--- src/mode_pkg_unused_guard.sv ---
// intentionally empty companion: no content
`timescale 1ns/1ps
`default_nettype none
`default_nettype wire

--- src/mode_pkg.sv ---
// constants for the main mode word and self-refresh logic
// Overview of operation
// - loop disabled entering self refresh, re-enabled and reset on exit
// - self refresh keeps array valid using internal refresh timing only
// - mode word held until next load; reprogramming keeps array contents
// - bits 0 to 2 give burst size four or eight, reads and writes
// - burst wraps inside aligned block of burst size; low bits give start
// - bit 3 picks sequential or interleaved column order
// - sequential counts low two bits modulo four, nibble order repeated
// - interleaved index is start low bits xor beat count
// - test select bit one loads nothing else; controller never sets it (the bench sets it through the controller model with load 17'h01F87)
// - loop reset bit one fires loop reset, then clears itself
// - bits 9 to 11 give recovery 2 to 8 clocks before auto precharge
// - exit speed bit picks fast or slow active power-down exit
// - bits 4 to 6 give read latency setting 3 to 7 clocks
// - with no additive latency, first data at edge n plus m
// - with additive latency, read held internally that many clocks
// - additive latency 0 to 6; read = additive + setting; write one less
// - bank address selects the mode word, address carries the fields
`default_nettype none
package mode_pkg;
  localparam int          WORD_W       = 17;
  localparam int          COL_W        = 10;
  localparam int          PIPE_DEPTH   = 32;
  localparam int          DLY_W        = 5;
  localparam int          BURST_LSB    = 0;
  localparam int          TYPE_BIT     = 3;
  localparam int          LAT_LSB      = 4;
  localparam int          TEST_BIT     = 7;
  localparam int          LOOP_RST_BIT = 8;
  localparam int          WR_LSB       = 9;
  localparam int          EXIT_BIT     = 12;
  localparam int          AP_BIT       = 10;
  localparam logic [2:0]  BURST_FOUR   = 3'h2;
  localparam logic [2:0]  BURST_EIGHT  = 3'h3;
  localparam logic [1:0]  MAIN_SELECT  = 2'h0;
  localparam logic [16:0] WORD_RESET   = 17'h00000;
  // command encodings: ras_n, cas_n, we_n
  localparam logic [2:0]  CMD_LOAD     = 3'h0;
  localparam logic [2:0]  CMD_REFRESH  = 3'h1;
  localparam logic [2:0]  CMD_READ     = 3'h5;
  localparam logic [2:0]  CMD_WRITE    = 3'h4;
  localparam int          CLK_NS       = 20;
  localparam int          REFRESH_NS   = 7800;
  localparam int          REFRESH_CYC  = REFRESH_NS / CLK_NS;
endpackage : mode_pkg
`default_nettype wire

--- src/burst_if.sv ---
// start column, beat and burst settings shared with the order logic
`timescale 1ns/1ps
`default_nettype none
interface burst_if;
  logic [2:0] start;
  logic [2:0] beat;
  logic       eight;
  logic       interleaved;
  logic [2:0] col;
  modport ctrl  (output start, output beat, output eight,
                 output interleaved, input col);
  modport order (input start, input beat, input eight,
                 input interleaved, output col);
endinterface : burst_if
`default_nettype wire

--- src/burst_order.sv ---
// column order within one burst
`timescale 1ns/1ps
`default_nettype none
module burst_order (
  burst_if.order b
);
  logic [1:0] low;

  always_comb begin
    // sequential wraps the low two bits inside the nibble and flips bit 2 after four beats, interleaved xors all three start bits with the beat count
    low = b.start[1:0] + b.beat[1:0];
    if (b.interleaved) begin
      b.col = b.start ^ b.beat;
    end else begin
      b.col = {b.start[2] ^ b.beat[2], low};
    end
    if (!b.eight) begin
      b.col[2] = 1'b0;
    end
  end
endmodule : burst_order
`default_nettype wire

--- src/delay_pipe.sv ---
// event pipe with a run-time selected delay
`timescale 1ns/1ps
`default_nettype none
module delay_pipe #(
  parameter int W     = 4,
  parameter int DEPTH = 32,
  parameter int DW    = 5
) (
  input  wire logic          mclk_in,
  input  wire logic          reset_in,
  input  wire logic          push_in,
  input  wire logic [W-1:0]  data_in,
  input  wire logic [DW-1:0] delay_in,
  output logic               pop_out,
  output logic [W-1:0]       data_out
);
  logic [DEPTH-1:0] vld_q;
  logic [W-1:0]     dat_q [DEPTH];
  logic [DW-1:0]    tap;

  always_ff @(posedge mclk_in) begin
    if (reset_in) begin
      vld_q <= '0;
    end else begin
      vld_q <= {vld_q[DEPTH-2:0], push_in};
    end
  end

  always_ff @(posedge mclk_in) begin
    dat_q[0] <= data_in;
    for (int i = 1; i < DEPTH; i++) begin
      dat_q[i] <= dat_q[i-1];
    end
  end

  // tap one short: the caller registers the result
  always_comb begin
    tap      = delay_in - DW'(1);
    pop_out  = vld_q[tap];
    data_out = dat_q[tap];
  end
endmodule : delay_pipe
`default_nettype wire

--- src/mode_ctrl.sv ---
// main mode word, burst order, latencies and self refresh
`timescale 1ns/1ps
`default_nettype none
module mode_ctrl #(
  parameter int REFRESH_CYC = mode_pkg::REFRESH_CYC
) (
  input  wire logic        mclk_in,
  input  wire logic        reset_in,
  input  wire logic        cke_in,
  input  wire logic        cs_n_in,
  input  wire logic        ras_n_in,
  input  wire logic        cas_n_in,
  input  wire logic        we_n_in,
  input  wire logic [2:0]  ba_in,
  input  wire logic [15:0] addr_in,
  input  wire logic [2:0]  additive_latency_in,
  output logic [16:0]      main_mode_word_out,
  output logic             test_mode_out,
  output logic             exit_slow_out,
  output logic             loop_enable_out,
  output logic             loop_reset_out,
  output logic             self_refresh_out,
  output logic             refresh_pulse_out,
  output logic             read_data_out,
  output logic [9:0]       read_col_out,
  output logic             precharge_out,
  output logic [2:0]       precharge_bank_out
);
  // ----------------------------------------------------------------
  // command decode
  // ----------------------------------------------------------------
  typedef enum logic [0:0] {
    ST_ACTIVE = 1'b0,
    ST_SELF   = 1'b1
  } pwr_e;

  logic [2:0]  cmd;
  logic        sel;
  logic        load_cmd;
  logic        ref_cmd;
  logic        rd_cmd;
  logic        wr_cmd;

  assign cmd = {ras_n_in, cas_n_in, we_n_in};
  assign sel = !cs_n_in;
  // bank address picks the main word
  assign load_cmd = sel && cmd == mode_pkg::CMD_LOAD &&
                    ba_in[1:0] == mode_pkg::MAIN_SELECT;
  assign ref_cmd  = sel && cmd == mode_pkg::CMD_REFRESH;
  assign rd_cmd   = sel && cmd == mode_pkg::CMD_READ;
  assign wr_cmd   = sel && cmd == mode_pkg::CMD_WRITE;

  // ----------------------------------------------------------------
  // mode word
  // ----------------------------------------------------------------
  logic [16:0] word_q;
  logic        test_q;
  logic        loop_rst_q;
  pwr_e        pwr_q;
  logic        sr_exit;

  // whole word replaced on each load with the test bit clear and kept until the next
  always_ff @(posedge mclk_in) begin
    if (reset_in) begin
      word_q <= mode_pkg::WORD_RESET;
      test_q <= 1'b0;
    end else if (load_cmd) begin
      test_q <= addr_in[mode_pkg::TEST_BIT];
      if (!addr_in[mode_pkg::TEST_BIT]) begin
        word_q <= {ba_in[2], addr_in};
        // the loop reset bit never stays set
        word_q[mode_pkg::LOOP_RST_BIT] <= 1'b0;
      end
    end
  end

  // ----------------------------------------------------------------
  // decoded fields
  // ----------------------------------------------------------------
  logic        eight;
  logic        interleaved;
  logic [2:0]  lat_set;
  logic [3:0]  rec;
  logic [3:0]  rd_lat;
  logic [3:0]  wr_lat;
  logic [2:0]  half_burst;

  assign eight = word_q[mode_pkg::BURST_LSB +: 3] ==
                 mode_pkg::BURST_EIGHT;
  assign interleaved = word_q[mode_pkg::TYPE_BIT];
  assign lat_set = word_q[mode_pkg::LAT_LSB +: 3];
  assign rec = {1'b0, word_q[mode_pkg::WR_LSB +: 3]} + 4'h1;
  assign rd_lat = {1'b0, additive_latency_in} +
                  {1'b0, lat_set};
  assign wr_lat = rd_lat - 4'h1;
  assign half_burst = eight ? 3'h4 : 3'h2;

  // ----------------------------------------------------------------
  // loop control and self refresh
  // ----------------------------------------------------------------
  logic        loop_en_q;
  logic [15:0] ref_cnt_q;
  logic        ref_pulse_q;

  assign sr_exit = pwr_q == ST_SELF && cke_in;

  always_ff @(posedge mclk_in) begin
    if (reset_in) begin
      pwr_q <= ST_ACTIVE;
    end else begin
      case (pwr_q)
        ST_ACTIVE: begin
          if (ref_cmd && !cke_in) begin
            pwr_q <= ST_SELF;
          end
        end
        ST_SELF: begin
          if (cke_in) begin
            pwr_q <= ST_ACTIVE;
          end
        end
        default: pwr_q <= ST_ACTIVE;
      endcase
    end
  end

  always_ff @(posedge mclk_in) begin
    if (reset_in) begin
      loop_en_q <= 1'b1;
    end else if (pwr_q == ST_ACTIVE && ref_cmd && !cke_in) begin
      loop_en_q <= 1'b0;
    end else if (sr_exit) begin
      loop_en_q <= 1'b1;
    end
  end

  // one pulse per load with the bit set and the test bit clear, and per self refresh exit
  always_ff @(posedge mclk_in) begin
    if (reset_in) begin
      loop_rst_q <= 1'b0;
    end else begin
      loop_rst_q <= (load_cmd && !addr_in[mode_pkg::TEST_BIT] &&
                     addr_in[mode_pkg::LOOP_RST_BIT]) ||
                    sr_exit;
    end
  end

  // internal timer, no edge from the controller needed
  always_ff @(posedge mclk_in) begin
    if (reset_in) begin
      ref_cnt_q   <= 16'h0000;
      ref_pulse_q <= 1'b0;
    end else if (pwr_q == ST_SELF &&
                 ref_cnt_q == 16'(REFRESH_CYC - 1)) begin
      ref_cnt_q   <= 16'h0000;
      ref_pulse_q <= 1'b1;
    end else begin
      ref_cnt_q   <= pwr_q == ST_SELF ? ref_cnt_q + 16'h0001
                                      : 16'h0000;
      ref_pulse_q <= 1'b0;
    end
  end

  // ----------------------------------------------------------------
  // read path
  // ----------------------------------------------------------------
  logic             rd_pop;
  logic [9:0]       rd_col;
  logic [9:0]       blk_q;
  logic [2:0]       start_q;
  logic [2:0]       beat_q;
  logic             busy_q;
  logic             rd_q;
  logic [9:0]       col_q;
  logic             go;

  // additive latency folded into the delay: command held internally
  delay_pipe #(
    .W     (mode_pkg::COL_W),
    .DEPTH (mode_pkg::PIPE_DEPTH),
    .DW    (mode_pkg::DLY_W)
  ) u_rd (
    .mclk_in  (mclk_in),
    .reset_in (reset_in),
    .push_in  (rd_cmd && pwr_q == ST_ACTIVE),
    .data_in  (addr_in[9:0]),
    .delay_in ({1'b0, rd_lat}),
    .pop_out  (rd_pop),
    .data_out (rd_col)
  );

  burst_if bi ();
  assign go             = rd_pop;
  assign bi.start       = go ? rd_col[2:0] : start_q;
  assign bi.beat        = go ? 3'h0 : beat_q;
  assign bi.eight       = eight;
  assign bi.interleaved = interleaved;

  burst_order u_order (
    .b (bi)
  );

  always_ff @(posedge mclk_in) begin
    if (reset_in) begin
      busy_q  <= 1'b0;
      beat_q  <= 3'h0;
      start_q <= 3'h0;
      blk_q   <= 10'h000;
    end else if (go) begin
      // a new read restarts the burst, as a burst interrupt would
      busy_q  <= 1'b1;
      beat_q  <= 3'h1;
      start_q <= rd_col[2:0];
      blk_q   <= eight ? {rd_col[9:3], 3'h0}
                       : {rd_col[9:2], 2'h0};
    end else if (busy_q) begin
      beat_q <= beat_q + 3'h1;
      if (beat_q == (eight ? 3'h7 : 3'h3)) begin
        busy_q <= 1'b0;
      end
    end
  end

  // first beat lands at edge n plus read latency
  always_ff @(posedge mclk_in) begin
    if (reset_in) begin
      rd_q  <= 1'b0;
      col_q <= 10'h000;
    end else begin
      rd_q  <= go || busy_q;
      // block of the new read, so a length four start keeps column bit 2
      col_q <= go ? ((eight ? {rd_col[9:3], 3'h0}
                            : {rd_col[9:2], 2'h0}) |
                     {7'h00, bi.col})
                  : (blk_q | {7'h00, bi.col});
    end
  end

  // ----------------------------------------------------------------
  // write with auto precharge
  // ----------------------------------------------------------------
  logic       pre_pop;
  logic [2:0] pre_bank;
  logic       pre_q;
  logic [2:0] pre_bank_q;
  logic [4:0] pre_dly;

  // last data beat at write latency plus half the burst, then recovery
  assign pre_dly = 5'(wr_lat) + 5'(half_burst) + 5'(rec);

  delay_pipe #(
    .W     (3),
    .DEPTH (mode_pkg::PIPE_DEPTH),
    .DW    (mode_pkg::DLY_W)
  ) u_wr (
    .mclk_in  (mclk_in),
    .reset_in (reset_in),
    .push_in  (wr_cmd && addr_in[mode_pkg::AP_BIT] &&
               pwr_q == ST_ACTIVE),
    .data_in  (ba_in),
    .delay_in (pre_dly),
    .pop_out  (pre_pop),
    .data_out (pre_bank)
  );

  always_ff @(posedge mclk_in) begin
    if (reset_in) begin
      pre_q      <= 1'b0;
      pre_bank_q <= 3'h0;
    end else begin
      pre_q      <= pre_pop;
      pre_bank_q <= pre_bank;
    end
  end

  // ----------------------------------------------------------------
  // outputs
  // ----------------------------------------------------------------
  assign main_mode_word_out = word_q;
  assign test_mode_out      = test_q;
  // only steers active power-down exit, not precharge power-down
  assign exit_slow_out      = word_q[mode_pkg::EXIT_BIT];
  assign loop_enable_out    = loop_en_q;
  assign loop_reset_out     = loop_rst_q;
  assign self_refresh_out   = pwr_q == ST_SELF;
  assign refresh_pulse_out  = ref_pulse_q;
  assign read_data_out      = rd_q;
  assign read_col_out       = col_q;
  assign precharge_out      = pre_q;
  assign precharge_bank_out = pre_bank_q;
endmodule : mode_ctrl
`default_nettype wire

--- config.mk ---
export PLATFORM = sky130hd
export DESIGN_NAME = mode_ctrl
export DESIGN_NICKNAME = d
export VERILOG_FILES = /design/src/mode_pkg_unused_guard.sv /design/src/mode_pkg.sv /design/src/burst_if.sv /design/src/burst_order.sv /design/src/delay_pipe.sv /design/src/mode_ctrl.sv
export SDC_FILE = /design/constraint.sdc
export NUM_CORES = 1
export LEC_CHECK = 0
export BUFFER_PORTS_ARGS = -buffer_cell sky130_fd_sc_hd__buf_2
export CAP_MARGIN = 20
export CORE_ASPECT_RATIO = 1.4
export CORE_MARGIN = 1
export CORE_UTILIZATION = 47
export DETAILED_ROUTE_END_ITERATION = 6
export MAX_ROUTING_LAYER = met4
export PLACE_DENSITY_LB_ADDON = 0.08
export SLEW_MARGIN = 15
export SYNTH_ARGS = -nofsm -noshare
export SYNTH_HDL_FRONTEND = slang
export SYNTH_SLANG_ARGS = --single-unit
--- constraint.sdc ---
create_clock -name mclk_in -period 5.73 [get_ports mclk_in]
set_clock_uncertainty 0.2 [all_clocks]
set_input_delay 1.146 -clock mclk_in [delete_from_list [all_inputs] [get_ports mclk_in]]
set_output_delay 1.146 -clock mclk_in [all_outputs]
set_load 0.01 [all_outputs]
# == Word level (Yosys, flattened, before mapping) ==
# Memories as Yosys holds them, arrays and structs flattened. A register that Yosys moved wholly into a read port is not among the register bits.
# Cells that the tools add are included.
# op_classes
n_reduce_logical,27
n_lt_le_gt_ge,2
mux,23
eq_ne,6
n_bitwise,6
n_addsub,10
# op_table
cell,count
$or A10 B3 Y10,2
$mux W3,6
$add A16 B1 Y16 const B,1
$eq A16 B9 Y1 const B,1
$logic_and A1 B1 Y1,15
$mux W1,13
$lt A5 B6 Y1 const B,2
$bmux W1 S5,2
$mux W10,1
$eq A3 B3 Y1 const B,2
$add A4 B3 Y5,1
$add A5 B4 Y5,1
$sub A4 B1 Y5 const B,1
$sub A5 B1 Y5 const B,1
$add A3 B1 Y4 const B,1
$add A3 B3 Y4,1
$reduce_bool A2 Y1,2
$sub A4 B1 Y4 const B,1
$add A3 B1 Y3 const B,1
$eq A3 B1 Y1 const B,1
$eq A3 B2 Y1 const B,1
$eq A3 B3 Y1,1
$logic_not A1 Y1,3
$logic_not A3 Y1,1
other kinds (10),12
# totals
mem_count,2
output_inout_bits,38
regBits,129
mem_bits_rw,416
in_bits,29
# mem_list
memory,depth,word_bits,read_ports,rd_ports_with_merged_regs,write_ports,line,source
u_rd.dat_q,32,10,32,0,32,delay_pipe.sv:18,logic [W-1:0] dat_q [DEPTH];
u_wr.dat_q,32,3,32,1,32,delay_pipe.sv:18,

# == Depth between registers and ports, before layout ==
# Gate-level depths: netlist of run 1.
# depth
word_depth,10
mapped_depth,21
depth_no_buf,16

# == Hierarchy ==
# From an unflattened synthesis of run 1, not the netlist that was laid out.
# hier_totals
hier_cells,1180
area_unflattened_um2,17350.4
# by_module_without_submodules
mod,area_per_inst_um2,n_inst,seq_area_each_um2,cells_each
delay_pipe at u_rd,10443.8,1,7046.8,630
delay_pipe at u_wr,4020.1,1,2562.5,262
mode_ctrl,2831.5,1,1321.3,281
burst_order,55.1,1,0.0,7

# == Worst setup path before layout of run 1 ==
# No wires, ideal clock.
# synth_timing
path_kind,input -> register
startpoint,input additive_latency_in[0]
endpoint,"register pre_bank_q[2], in the netlist precharge_bank_out[2], read port of u_wr.dat_q"
path_stages,18
setup_slack_ns,-0.510
n_path_buf,7
arrival_ns,5.913
setup_ns,0.128
cell_sequence,ha_1 buf_6 buf_6 buf_4 clkinv_1 clkbuf_1 ha_1 buf_2 buf_2 inv_2 fa_1 ha_1 fa_1 clkbuf_1 mux4_2 mux4_2 mux2i_1 nor2_1
# synth_via
elab_chain_cells,5
# synth_lines
item,line,source
from (decl),mode_ctrl.sv:16,"input wire logic [2:0] additive_latency_in,"
$add A3 B3 Y4,mode_ctrl.sv:93,"assign rd_lat = {1'b0, additive_latency_in} +"
$sub A4 B1 Y4,mode_ctrl.sv:95,assign wr_lat = rd_lat - 4'h1;
$add A4 B3 Y5,mode_ctrl.sv:249,assign pre_dly = 5'(wr_lat) + 5'(half_burst) + 5'(rec);
$add A5 B4 Y5,mode_ctrl.sv:249,
$sub A5 B1 Y5,delay_pipe.sv:38,tap = delay_in - DW'(1);
to (decl),mode_ctrl.sv:245,logic [2:0] pre_bank_q;
# Every way passes these cells.
# A chain may end at the register's enable or synchronous reset.

# == Worst setup path in the final report of run 1 ==
# layout_timing
startpoint,input additive_latency_in[0]
endpoint,"register pre_q, in the netlist precharge_out"
# layout_via
elab_chain_cells,7
# layout_lines
item,line,source
$add A3 B3 Y4,mode_ctrl.sv:93,
$sub A4 B1 Y4,mode_ctrl.sv:95,
$add A4 B3 Y5,mode_ctrl.sv:249,
$add A5 B4 Y5,mode_ctrl.sv:249,
$sub A5 B1 Y5,delay_pipe.sv:38,
$bmux W1 S5,delay_pipe.sv:39,pop_out = vld_q[tap];
$mux W1 (not written as such),delay_pipe.sv:39,
to (signal assigned),mode_ctrl.sv:271,pre_q <= pre_pop;
to (decl),mode_ctrl.sv:244,logic pre_q;
# Every way passes these cells. The select of a mux whose other input is x is not followed.

==> summary.md, run 1 <==
| Metric | Value |
|---|---|
| Status | `finished clean` |
| Overall power | `7968 uW` |
| CP most frequent cell | `fa_1` |
| Synth Cell Area | `between 0.015 and 0.02 mm2` |
| Total Die Area | `around 0.035 mm2` |
| Die X | `between 150 and 200 um` |
| Fmax | `roughly 0.22 GHz` |
| Max cap viols | `0` |
| Number of enable flip-flop cells after synthesis | `0` |
| CP max-delay cell | `fa_1` |
| Reg2Reg Depth | `13` |
| Tightest Pin Transition | `between 0.8 and 0.9 ns` |
| Largest net degree at the start of global routing | `79` |
| Critical Path Source Type | `input port` |
| Setup Fix Bufs, Post-CTS | `0` |
| Yosys warning total | `0` |
| Hold Path Origin | `u_rd.dat_q[26][2]` |
| Gate Count Post-Synth | `1,100` |
| Diode count | `0` |
| HPWL reported at the end of detailed placement | `~18,000 um` |
| Cell Rows | `80` |
| Synth Area per Inst | `roughly 15 um2` |
| Max H-tree Level | `2` |
| Fraction of registers with async set/reset | `0%` |
| Relative slew slack | `45.64%` |
| CTS tree | `yes` |
| Critical Path Sink Type | `register` |
| Antenna violations before repair | `0` |
| Sequential-to-total area share from yosys stat | `between 60% and 70%` |
| GRT overflow | `0` |
| Clock sinks | `546` |
| Area Overhead vs Synth | `15.86%` |
| Worst-Skew Late Latency | `~0.56 ns` |
| Total routed wirelength | `between 20,000 and 30,000 um` |
| VDD IR max | `around 0.28 mV` |
| Clk root buf | `clkbuf_16` |
| Crit-path cells | `buf_2 > ha_4 > fa_1 > inv_1 > ha_4 > xnor3_2 > fa_1 > inv_1 > fa_1 > buf_12 > mux4_2 > mux4_2 > mux2i_1 > nor2_1` |
| CP Data Required Time | `~5.9 ns` |
| Pwr Density | `roughly 420 mW/mm2` |
| RSZ-0062 raised after global routing | `false` |
| Most frequent cell after synthesis | `dfxtp_1` |
| GPL Wtd Cong | `0.7844` |
| Nets | `~1,200` |
| Netlist cell types | `60` |
| Global-route wire length before repair | `approximately 47,000 um` |
| DR iter-0 viols | `400` |
| Port bufs | `64` |
| Tmin final | `between 4 and 5 ns` |
| Register bit total from synthesis | `approximately 550` |
| Worst path max stage delay | `approximately 0.59 ns` |
| Top-Level Pins | `67` |
| Vias | `8,270` |
| Final setup margin | `between 1 and 1.5 ns` |
| Core area | `around 0.034 mm2` |
| Hold Path Stages | `0` |
| Initial Util | `between 40% and 50%` |
| Hold Vio Cnt, Final | `0` |
| Clk slew on worst S/H paths | `around 0.06 ns` |
| DR pass1 iterations | `4` |
| Cts bufs inserted | `approximately 50` |
| # setup viols final | `0` |
| Final Util | `55.11%` |
| Synth top cells by count | `dfxtp_1, mux4_2, mux2i_1` |
| Setup TNS | `0 ns` |
| Arr. time, crit path | `roughly 4.9 ns` |
| Max-slew violation count | `0` |
| CTS resizes | `0` |
| LEAKAGE | `around 0.0076 uW` |
| Area leader, netlist | `dfxtp_1` |
| Synth top area share | `~68%` |
| Post-DP Area | `~0.017 mm2` |
| Reg-to-reg startpoint | `main_mode_word_out[4]` |
| Max Root-Sink Buffers | `3` |
| Vias/cell | `around 5` |
| Vias in the first global route | `roughly 9,000` |
| Top cells by area, synth | `dfxtp_1, mux4_2, mux2i_1` |
| Global Route Usage Sum | `around 17%` |
| Setup CP Type | `in -> reg` |
| Hold_buf cts | `0` |
| Post-route cell area | `about 0.019 mm2` |
| Most used DFF post-synth | `dfxtp_1` |
| DR DRC count | `0` |
| Max FO, Critical Path | `32` |
| R2R setup slack | `~1.4 ns` |
| Crit share post-route | `just over 80%` |
| Routed WL per cell | `about 17 um` |
| Min-Delay Path Class | `reg -> reg` |
| Final ANT Viol Nets | `0` |
| WHS Endpoint | `u_rd.dat_q[27][2]` |
| Die Y | `221.6 um` |
| Filler cells | `2,837` |
| FF-to-FF End | `precharge_out` |
| Share of layout cells above drive strength 1 | `22.73%` |
| Setup WS pre-CTS | `~0.52 ns` |
## area by class of cell
type | instances | area (um2) | area share, %
clock inverter | 15 | 236.5 | 1.261
inverter | 11 | 42.54 | 0.2268
clock buffer | 75 | 1516 | 8.085
tap | 451 | 564.3 | 3.009
multi-input combinational | 489 | 4957 | 26.43
timing repair buffer | 87 | 508.0 | 2.708
sequential | 546 | 10930 | 58.28
## through the flow
step / cells / hold WS, ns
after floorplan: 1101 / 0.1096
after global placement: 1584 / 0.1114
after detailed placement: 1584 / 0.1121
after CTS: 1674 / 0.1259
after global routing: 1674 / 0.1312
final: 1674 / 0.1220
## sequential cells by signal, indices dropped and copies added (netlist names), 8 cells and up
name                cells
read_col_out           10
ref_cnt_q              16
u_rd.vld_q             32
u_wr.dat_q             96
u_wr.vld_q             32
main_mode_word_out     15
u_rd.dat_q            320
blk_q                   8
## worst max-delay path: cells and delay by family
kind	cells	cell delay, ns
simple gates	1	0.06
buf+inv	4	0.50
mux	3	0.94
xor+xnor	1	0.25
fa+ha+maj	5	1.95
## worst max path at each step
stage                                      start               endpoint  slack, ns  depth (start not counted)
after global routing      additive_latency_in[0]        read_col_out[1]       0.90                         17
final                     additive_latency_in[0]          precharge_out       1.08                         14
after global placement    additive_latency_in[0]          precharge_out       0.54                         14
after detailed placement  additive_latency_in[0]          precharge_out       0.52                         14
after CTS                 additive_latency_in[0]          precharge_out       1.09                         14
after floorplan           additive_latency_in[0]  precharge_bank_out[2]       0.03                         18
## where the power goes
part           switching (uW)  internal [uW]
clock network            1350           2090
registers                73.0           3980
logic                     232            248
total                    1650           6320
## cell families after synthesis
| kind of cell | Yosys count | share of synthesized area, % |
|---|---|---|
| compound gates | 76 | 3.385 |
| xor+xnor | 23 | 1.500 |
| fa+ha+maj | 16 | 1.422 |
| buf+inv | 66 | 2.141 |
| flops | 546 | 67.52 |
| mux | 167 | 17.38 |
| other cells | 1 | 0.02317 |
| simple gates | 205 | 6.632 |
## placed cells by master (no fill, tap or decap), types with 10 or more instances in the layout
cell	instances
dfxtp_1	546
clkbuf_8	15
mux4_2	91
nor2_1	64
nand2_1	26
buf_4	23
buf_2	63
o21ai_0	24
clkbuf_16	51
nor2b_1	65
mux2i_1	74
a21oi_1	10
xor2_1	12
## routing by layer
layer | vias up | share of wire [%] | global-route usage (%)
met5 | - | 0 | -
met4 | 0 | 2.6 | 6.421
met3 | 50 | 3.6 | 3.124
met2 | 127 | 49 | 28.99
met1 | 4090 | 44 | 21.14
li1 | 4003 | - | -
Power figures use the tool's default switching activity.
==> inputs of run 2 (changes only) <==
clock period = 4.1 ns   (was 5.73 ns; I/O delays follow)
==> summary.md, run 2 (synthesis results as in run 1) <==
| Metric | Value |
|---|---|
| Vias in the first global route | `8,873 (was 8,788)` |
| Nets | `1,262 (was 1,229)` |
| Fmax | `between 0.2 and 0.25 GHz` |
| Max FFs per register | `320 (unchanged)` |
| VDD IR max | `0.3673 mV (was 0.2829 mV)` |
| Clk pwr share | `44.0% (was 43.2%)` |
| Tightest Pin Transition | `0.7386 ns (was 0.8154 ns)` |
| Reg2Reg Depth | `13 (unchanged)` |
| M3 GR Usage | `3.105% (was 3.124%)` |
| Setup TNS | `-0.5383 ns (was 0 ns)` |
| Status | `complete, but fails checks (was finished clean)` |
| Max cap viols | `0 (unchanged)` |
| Setup CP Type | `in -> reg (unchanged)` |
| DR DRC count | `0 (unchanged)` |
| NetSw | `2394 uW (was 1651 uW)` |
| Area Overhead vs Synth | `18.69% (was 15.86%)` |
| Tmin final | `roughly 4.2 ns` |
| Hold Path Stages | `0 (unchanged)` |
| Global-route wire length before repair | `48,100 um (was 46,900 um)` |
| Min-Delay Path Class | `reg -> reg (unchanged)` |
| Most frequent cells in the layout | `dfxtp_1, mux4_2, mux2i_1 (unchanged)` |
| DR pass1 iterations | `4 (unchanged)` |
| Pwr Density | `592.7 mW/mm2 (was 424.8 mW/mm2)` |
| Arr. time, crit path | `4.47 ns (was 4.86 ns)` |
| Clk slew on worst S/H paths | `0.06 ns (about the same)` |
| Int Power | `8993 uW (was 6317 uW)` |
| Largest net degree at the start of global routing | `70 (was 79)` |
| Top-Level Pins | `67 (unchanged)` |
| Clock sinks | `546 (unchanged)` |
| # setup viols final | `4 (was 0)` |
| Final setup margin | `-0.1400 ns (was 1.084 ns)` |
| Final ANT Viol Nets | `0 (unchanged)` |
| Relative slew slack | `50.76% (was 45.64%)` |
| Cts bufs inserted | `50 (was 49)` |
| Most common cell after layout, fill and taps aside | `dfxtp_1 (unchanged)` |
| Hold Vio Cnt, Final | `0 (unchanged)` |
| Max Root-Sink Buffers | `3 (unchanged)` |
| Total Die Area | `0.03520 mm2 (unchanged)` |
| Antenna violations before repair | `0 (unchanged)` |
| HPWL reported at the end of detailed placement | `19,160 um (was 18,320 um)` |
| Vias | `8,388 (was 8,270)` |
| Die X | `158.9 um (unchanged)` |
| Max FO, Critical Path | `32 (unchanged)` |
| Largest registers | `u_rd.dat_q: 320 flops, u_wr.dat_q: 96 flops (unchanged)` |
| Reg power frac | `49.7% (was 50.8%)` |
| DR iter-0 viols | `347 (was 400)` |
| Global Route Usage Sum | `17.88% (was 17.42%)` |
| Vias/cell | `4.908 (was 4.940)` |
| GPL Wtd Cong | `0.7590 (was 0.7844)` |
| Max H-tree Level | `2 (unchanged)` |
| Failing checks | `negative setup slack` |
| Critical Path Sink Type | `register (unchanged)` |
| Routed WL per cell | `17.08 um (was 17.10 um)` |
| Post-route cell area | `0.01921 mm2 (was 0.01876 mm2)` |
| LEAKAGE | `0.007846 uW (was 0.007612 uW)` |
| Switching Share | `21.03% (was 20.72%)` |
| Initial Util | `47.57% (unchanged)` |
| Max-slew violation count | `0 (unchanged)` |
| GRT overflow | `0 (unchanged)` |
| RSZ-0062 raised after global routing | `true (was false)` |
| Met1 GRT Util | `21.57% (was 21.14%)` |
| Cell Rows | `80 (unchanged)` |
| Core area | `0.03403 mm2 (unchanged)` |
| Post-DP Area | `0.01731 mm2 (was 0.01700 mm2)` |
| Total routed wirelength | `29,200 um (was 28,630 um)` |
| Critical Path Source Type | `input port (unchanged)` |
| Grt peak-use layer | `met2 (unchanged)` |
| Share of layout cells above drive strength 1 | `26.15% (was 22.73%)` |
| Diode count | `0 (unchanged)` |
| Logic pwr share | `6.3% (was 6.0%)` |
| Biggest register | `u_rd.dat_q (unchanged)` |
| Hold_buf cts | `0 (unchanged)` |
| Met2 GRT Util | `30.49% (was 28.99%)` |
| Clk root buf | `clkbuf_16 (unchanged)` |
| Die Y | `221.6 um (unchanged)` |
| CTS tree | `yes (unchanged)` |
| Port bufs | `64 (unchanged)` |
| Crit share post-route | `103.4%` |
| Worst-Skew Late Latency | `0.57 ns (was 0.56 ns)` |
| CP Data Required Time | `4.33 ns (was 5.94 ns)` |
## run 2: changes by cell type in the layout (fill, tap and decap cells not counted), moves of 2 or more
cell       change
fa_1           -2
bufinv_16      +3
buf_4         +24
clkinv_4       -2
clkinv_2       +8
inv_6          +2
fa_2           +2
buf_12         +4
clkbuf_8       -4
clkbuf_1       -6
buf_6          +4
ha_1           -2
## run 2: critical path, cell delays in order
cell	delay (ns)
buf_6	0.10
ha_4	0.15
fa_2	0.55
inv_2	0.05
ha_4	0.29
inv_6	0.03
fa_1	0.44
ha_2	0.20
fa_2	0.59
buf_12	0.21
mux4_2	0.33
mux4_2	0.47
mux2i_1	0.15
nor2_1	0.05
## run 2: final timing paths
kind | startpoint | endpoint | slack, ns
max | additive_latency_in[0] | precharge_bank_out[0] | -0.14
min | u_rd.dat_q[19][3] | u_rd.dat_q[20][3] | 0.12
max reg2reg | main_mode_word_out[4] | precharge_bank_out[0] | -0.13
min reg2reg | u_rd.dat_q[19][3] | u_rd.dat_q[20][3] | 0.12
## run 2: power groups by stage
stage	logic (uW)	registers, uW	clock network (uW)
finish	719	5660	5010
detailed placement	721	5780	0
global route	782	5680	5380
global placement	716	5770	0
floorplan	531	5740	0
CTS	737	5660	5140
## run 2: per-layer routing
metal	wire, um	vias up	part of all wire, %
met5	0	-	0
li1	-	4094	-
met4	639	0	2.2
met1	12870	4127	44
met3	888	55	3.0
met2	14800	112	51
## run 2: final cells by class
| type | instances | area, um2 |
|---|---|---|
| clock inverters | 28 | 390.4 |
| fillers | 2837 | 14820 |
| well taps | 451 | 564.3 |
| multi-input cells | 489 | 5006 |
| inverters | 11 | 58.81 |
| flip-flops and latches | 546 | 10930 |
| repair buffers | 119 | 823.3 |
| clock buffers | 65 | 1439 |
## run 2: repair_timing
action,in CTS,in global routing
pin swaps,8,7
resized for setup,10,7
setup endpoints to repair,5,5
buffers inserted,4,0
gates cloned,0,0
## run 2: through the flow
step | instances | util [%] | hold slack, ns | worst slack, ns | power (uW)
floorplan | 1101 | - | 0.1096 | -0.9308 | 6275
global placement | 1613 | 50.86 | 0.1116 | -0.7147 | 6490
detailed placement | 1613 | 50.86 | 0.1121 | -0.7835 | 6497
CTS | 1710 | 56.43 | 0.1233 | -0.1540 | 11540
global route | 1709 | 56.46 | 0.1281 | -0.2744 | 11850
finish | 1709 | 56.46 | 0.1220 | -0.1400 | 11390
==> inputs of run 3 (changes only) <==
CORE_ASPECT_RATIO = unset   (was 1.4)
==> summary.md, run 3 (synthesis results as in run 1) <==
| Metric | Value |
|---|---|
| Status | `complete, but fails checks (unchanged)` |
| Hold_buf cts | `0 (unchanged)` |
| DR pass1 iterations | `4 (unchanged)` |
| Critical Path Sink Type | `register (unchanged)` |
| Pwr Density | `594.5 mW/mm2 (was 592.7 mW/mm2)` |
| Failing checks | `negative setup slack (unchanged)` |
| Relative slew slack | `50.35% (was 50.76%)` |
| Post-route cell area | `0.01920 mm2 (was 0.01921 mm2)` |
| Arr. time, crit path | `4.51 ns (was 4.47 ns)` |
| Total Die Area | `0.03519 mm2 (was 0.03520 mm2)` |
| Core area | `0.03370 mm2 (was 0.03403 mm2)` |
| Critical Path Source Type | `input port (unchanged)` |
| Max-slew violation count | `0 (unchanged)` |
| LEAKAGE | `0.007831 uW (was 0.007846 uW)` |
| Hold Vio Cnt, Final | `0 (unchanged)` |
| Worst-Skew Late Latency | `0.57 ns (about the same)` |
| Antenna violations before repair | `0 (unchanged)` |
| CP Data Required Time | `4.33 ns (about the same)` |
| CTS tree | `yes (unchanged)` |
| GPL Wtd Cong | `0.7480 (was 0.7590)` |
| Die Y | `187.6 um (was 221.6 um)` |
| Global-route wire length before repair | `46,650 um (was 48,100 um)` |
| Int Power | `9028 uW (was 8993 uW)` |
| Clk root buf | `clkbuf_16 (unchanged)` |
| Nets | `1,262 (unchanged)` |
| Vias in the first global route | `8,673 (was 8,873)` |
| Diode count | `0 (unchanged)` |
| Vias | `8,363 (was 8,388)` |
| VDD IR max | `0.3535 mV (was 0.3673 mV)` |
| HPWL reported at the end of detailed placement | `18,210 um (was 19,160 um)` |
| Largest registers | `u_rd.dat_q: 320 flops, u_wr.dat_q: 96 flops (unchanged)` |
| Die X | `187.6 um (was 158.9 um)` |
| Share of layout cells above drive strength 1 | `25.58% (was 26.15%)` |
| Overall power | `11,410 uW (was 11,390 uW)` |
| Setup TNS | `-0.6469 ns (was -0.5383 ns)` |
| Tmin final | `4.286 ns (was 4.240 ns)` |
| DR iter-0 viols | `286 (was 347)` |
| Vias/cell | `4.899 (was 4.908)` |
| Fmax | `0.2333 GHz (was 0.2359 GHz)` |
| Final ANT Viol Nets | `0 (unchanged)` |
| GRT overflow | `0 (unchanged)` |
| Fin Hold WS | `0.1234 ns (was 0.1220 ns)` |
| Logic pwr share | `6.3% (about the same)` |
| # setup viols final | `5 (was 4)` |
| Total routed wirelength | `28,420 um (was 29,200 um)` |
| Crit share post-route | `104.5% (was 103.4%)` |
| Most common cell after layout, fill and taps aside | `dfxtp_1 (unchanged)` |
| Global Route Usage Sum | `17.34% (was 17.88%)` |
| Clk slew on worst S/H paths | `0.06 ns (about the same)` |
| Max H-tree Level | `2 (unchanged)` |
| Max Root-Sink Buffers | `3 (unchanged)` |
| Clk pwr share | `44.2% (was 44.0%)` |
| Port bufs | `64 (unchanged)` |
| Reg power frac | `49.6% (was 49.7%)` |
| Area Overhead vs Synth | `18.58% (was 18.69%)` |
| Max FFs per register | `320 (unchanged)` |
| Cell Rows | `67 (was 80)` |
| Largest net degree at the start of global routing | `70 (unchanged)` |
| Min-Delay Path Class | `reg -> reg (unchanged)` |
| DR DRC count | `0 (unchanged)` |
| Setup CP Type | `in -> reg (unchanged)` |
| NetSw | `2384 uW (was 2394 uW)` |
| Routed WL per cell | `16.65 um (was 17.08 um)` |
| Clock sinks | `546 (unchanged)` |
| Most frequent cells in the layout | `dfxtp_1, mux4_2, mux2i_1 (unchanged)` |
| Biggest register | `u_rd.dat_q (unchanged)` |
| Switching Share | `20.89% (was 21.03%)` |
| RSZ-0062 raised after global routing | `true (unchanged)` |
| Initial Util | `48.04% (was 47.57%)` |
| Max FO, Critical Path | `32 (unchanged)` |
| Max cap viols | `0 (unchanged)` |
| Top-Level Pins | `67 (unchanged)` |
| Tightest Pin Transition | `0.7448 ns (was 0.7386 ns)` |
| Cts bufs inserted | `53 (was 50)` |
| Final setup margin | `-0.1859 ns (was -0.1400 ns)` |
| Post-DP Area | `0.01729 mm2 (was 0.01731 mm2)` |
| Final Util | `56.96% (was 56.46%)` |
-- run 3: metal layers --
layer	wire length, um	global-route usage [%]
met5	0	-
met3	1011	3.257
met1	13450	22.67
met4	546	5.222
met2	13410	27.42
-- run 3: worst paths after layout --
path                               start                    end  slack (ns)  cells after the start
setup / recovery  additive_latency_in[0]  precharge_bank_out[2]       -0.19                     14
hold / removal         u_rd.dat_q[24][5]      u_rd.dat_q[25][5]        0.12                      0
setup reg to reg   main_mode_word_out[4]  precharge_bank_out[2]       -0.15                     13
hold reg to reg        u_rd.dat_q[24][5]      u_rd.dat_q[25][5]        0.12                      0
-- run 3: stage by stage --
| step | setup slack [ns] | std cells |
|---|---|---|
| finish | -0.1859 | 1707 |
| global placement | -0.7860 | 1608 |
| detailed placement | -0.8278 | 1608 |
| floorplan | -0.9308 | 1101 |
| global route | -0.3044 | 1707 |
| CTS | -0.1630 | 1707 |
-- run 3: what timing repair did --
action | 4_1_cts | 5_1_grt
setup buffers | 2 | 0
setup endpoints to repair | 5 | 5
resized for setup | 8 | 0
pin swaps | 3 | 0
-- run 3: area by class of cell --
cell class                 instances  area (um2)
clock buffer                      76        1564
fill                            2762       14500
inverter                          11       58.81
timing repair buffer             116       789.5
clock inverter                    21       304.0
multi-input combinational        489        4987
tap                              448       560.5
sequential                       546       10930
-- run 3: power groups by stage --
stage               combinational [uW]  clock (uW)  sequential (uW)
finish                             715        5040             5660
global route                       778        5430             5680
CTS                                735        5170             5660
detailed placement                 728           0             5770
global placement                   720           0             5770
floorplan                          531           0             5740
-- run 3: worst max-delay path, cell delays in order --
cell     delay (ns)
buf_6          0.10
ha_4           0.15
fa_2           0.57
inv_2          0.06
ha_4           0.28
inv_6          0.03
fa_1           0.44
ha_2           0.20
fa_2           0.60
buf_12         0.21
mux4_2         0.32
mux4_2         0.48
mux2i_1        0.17
nor2_1         0.05
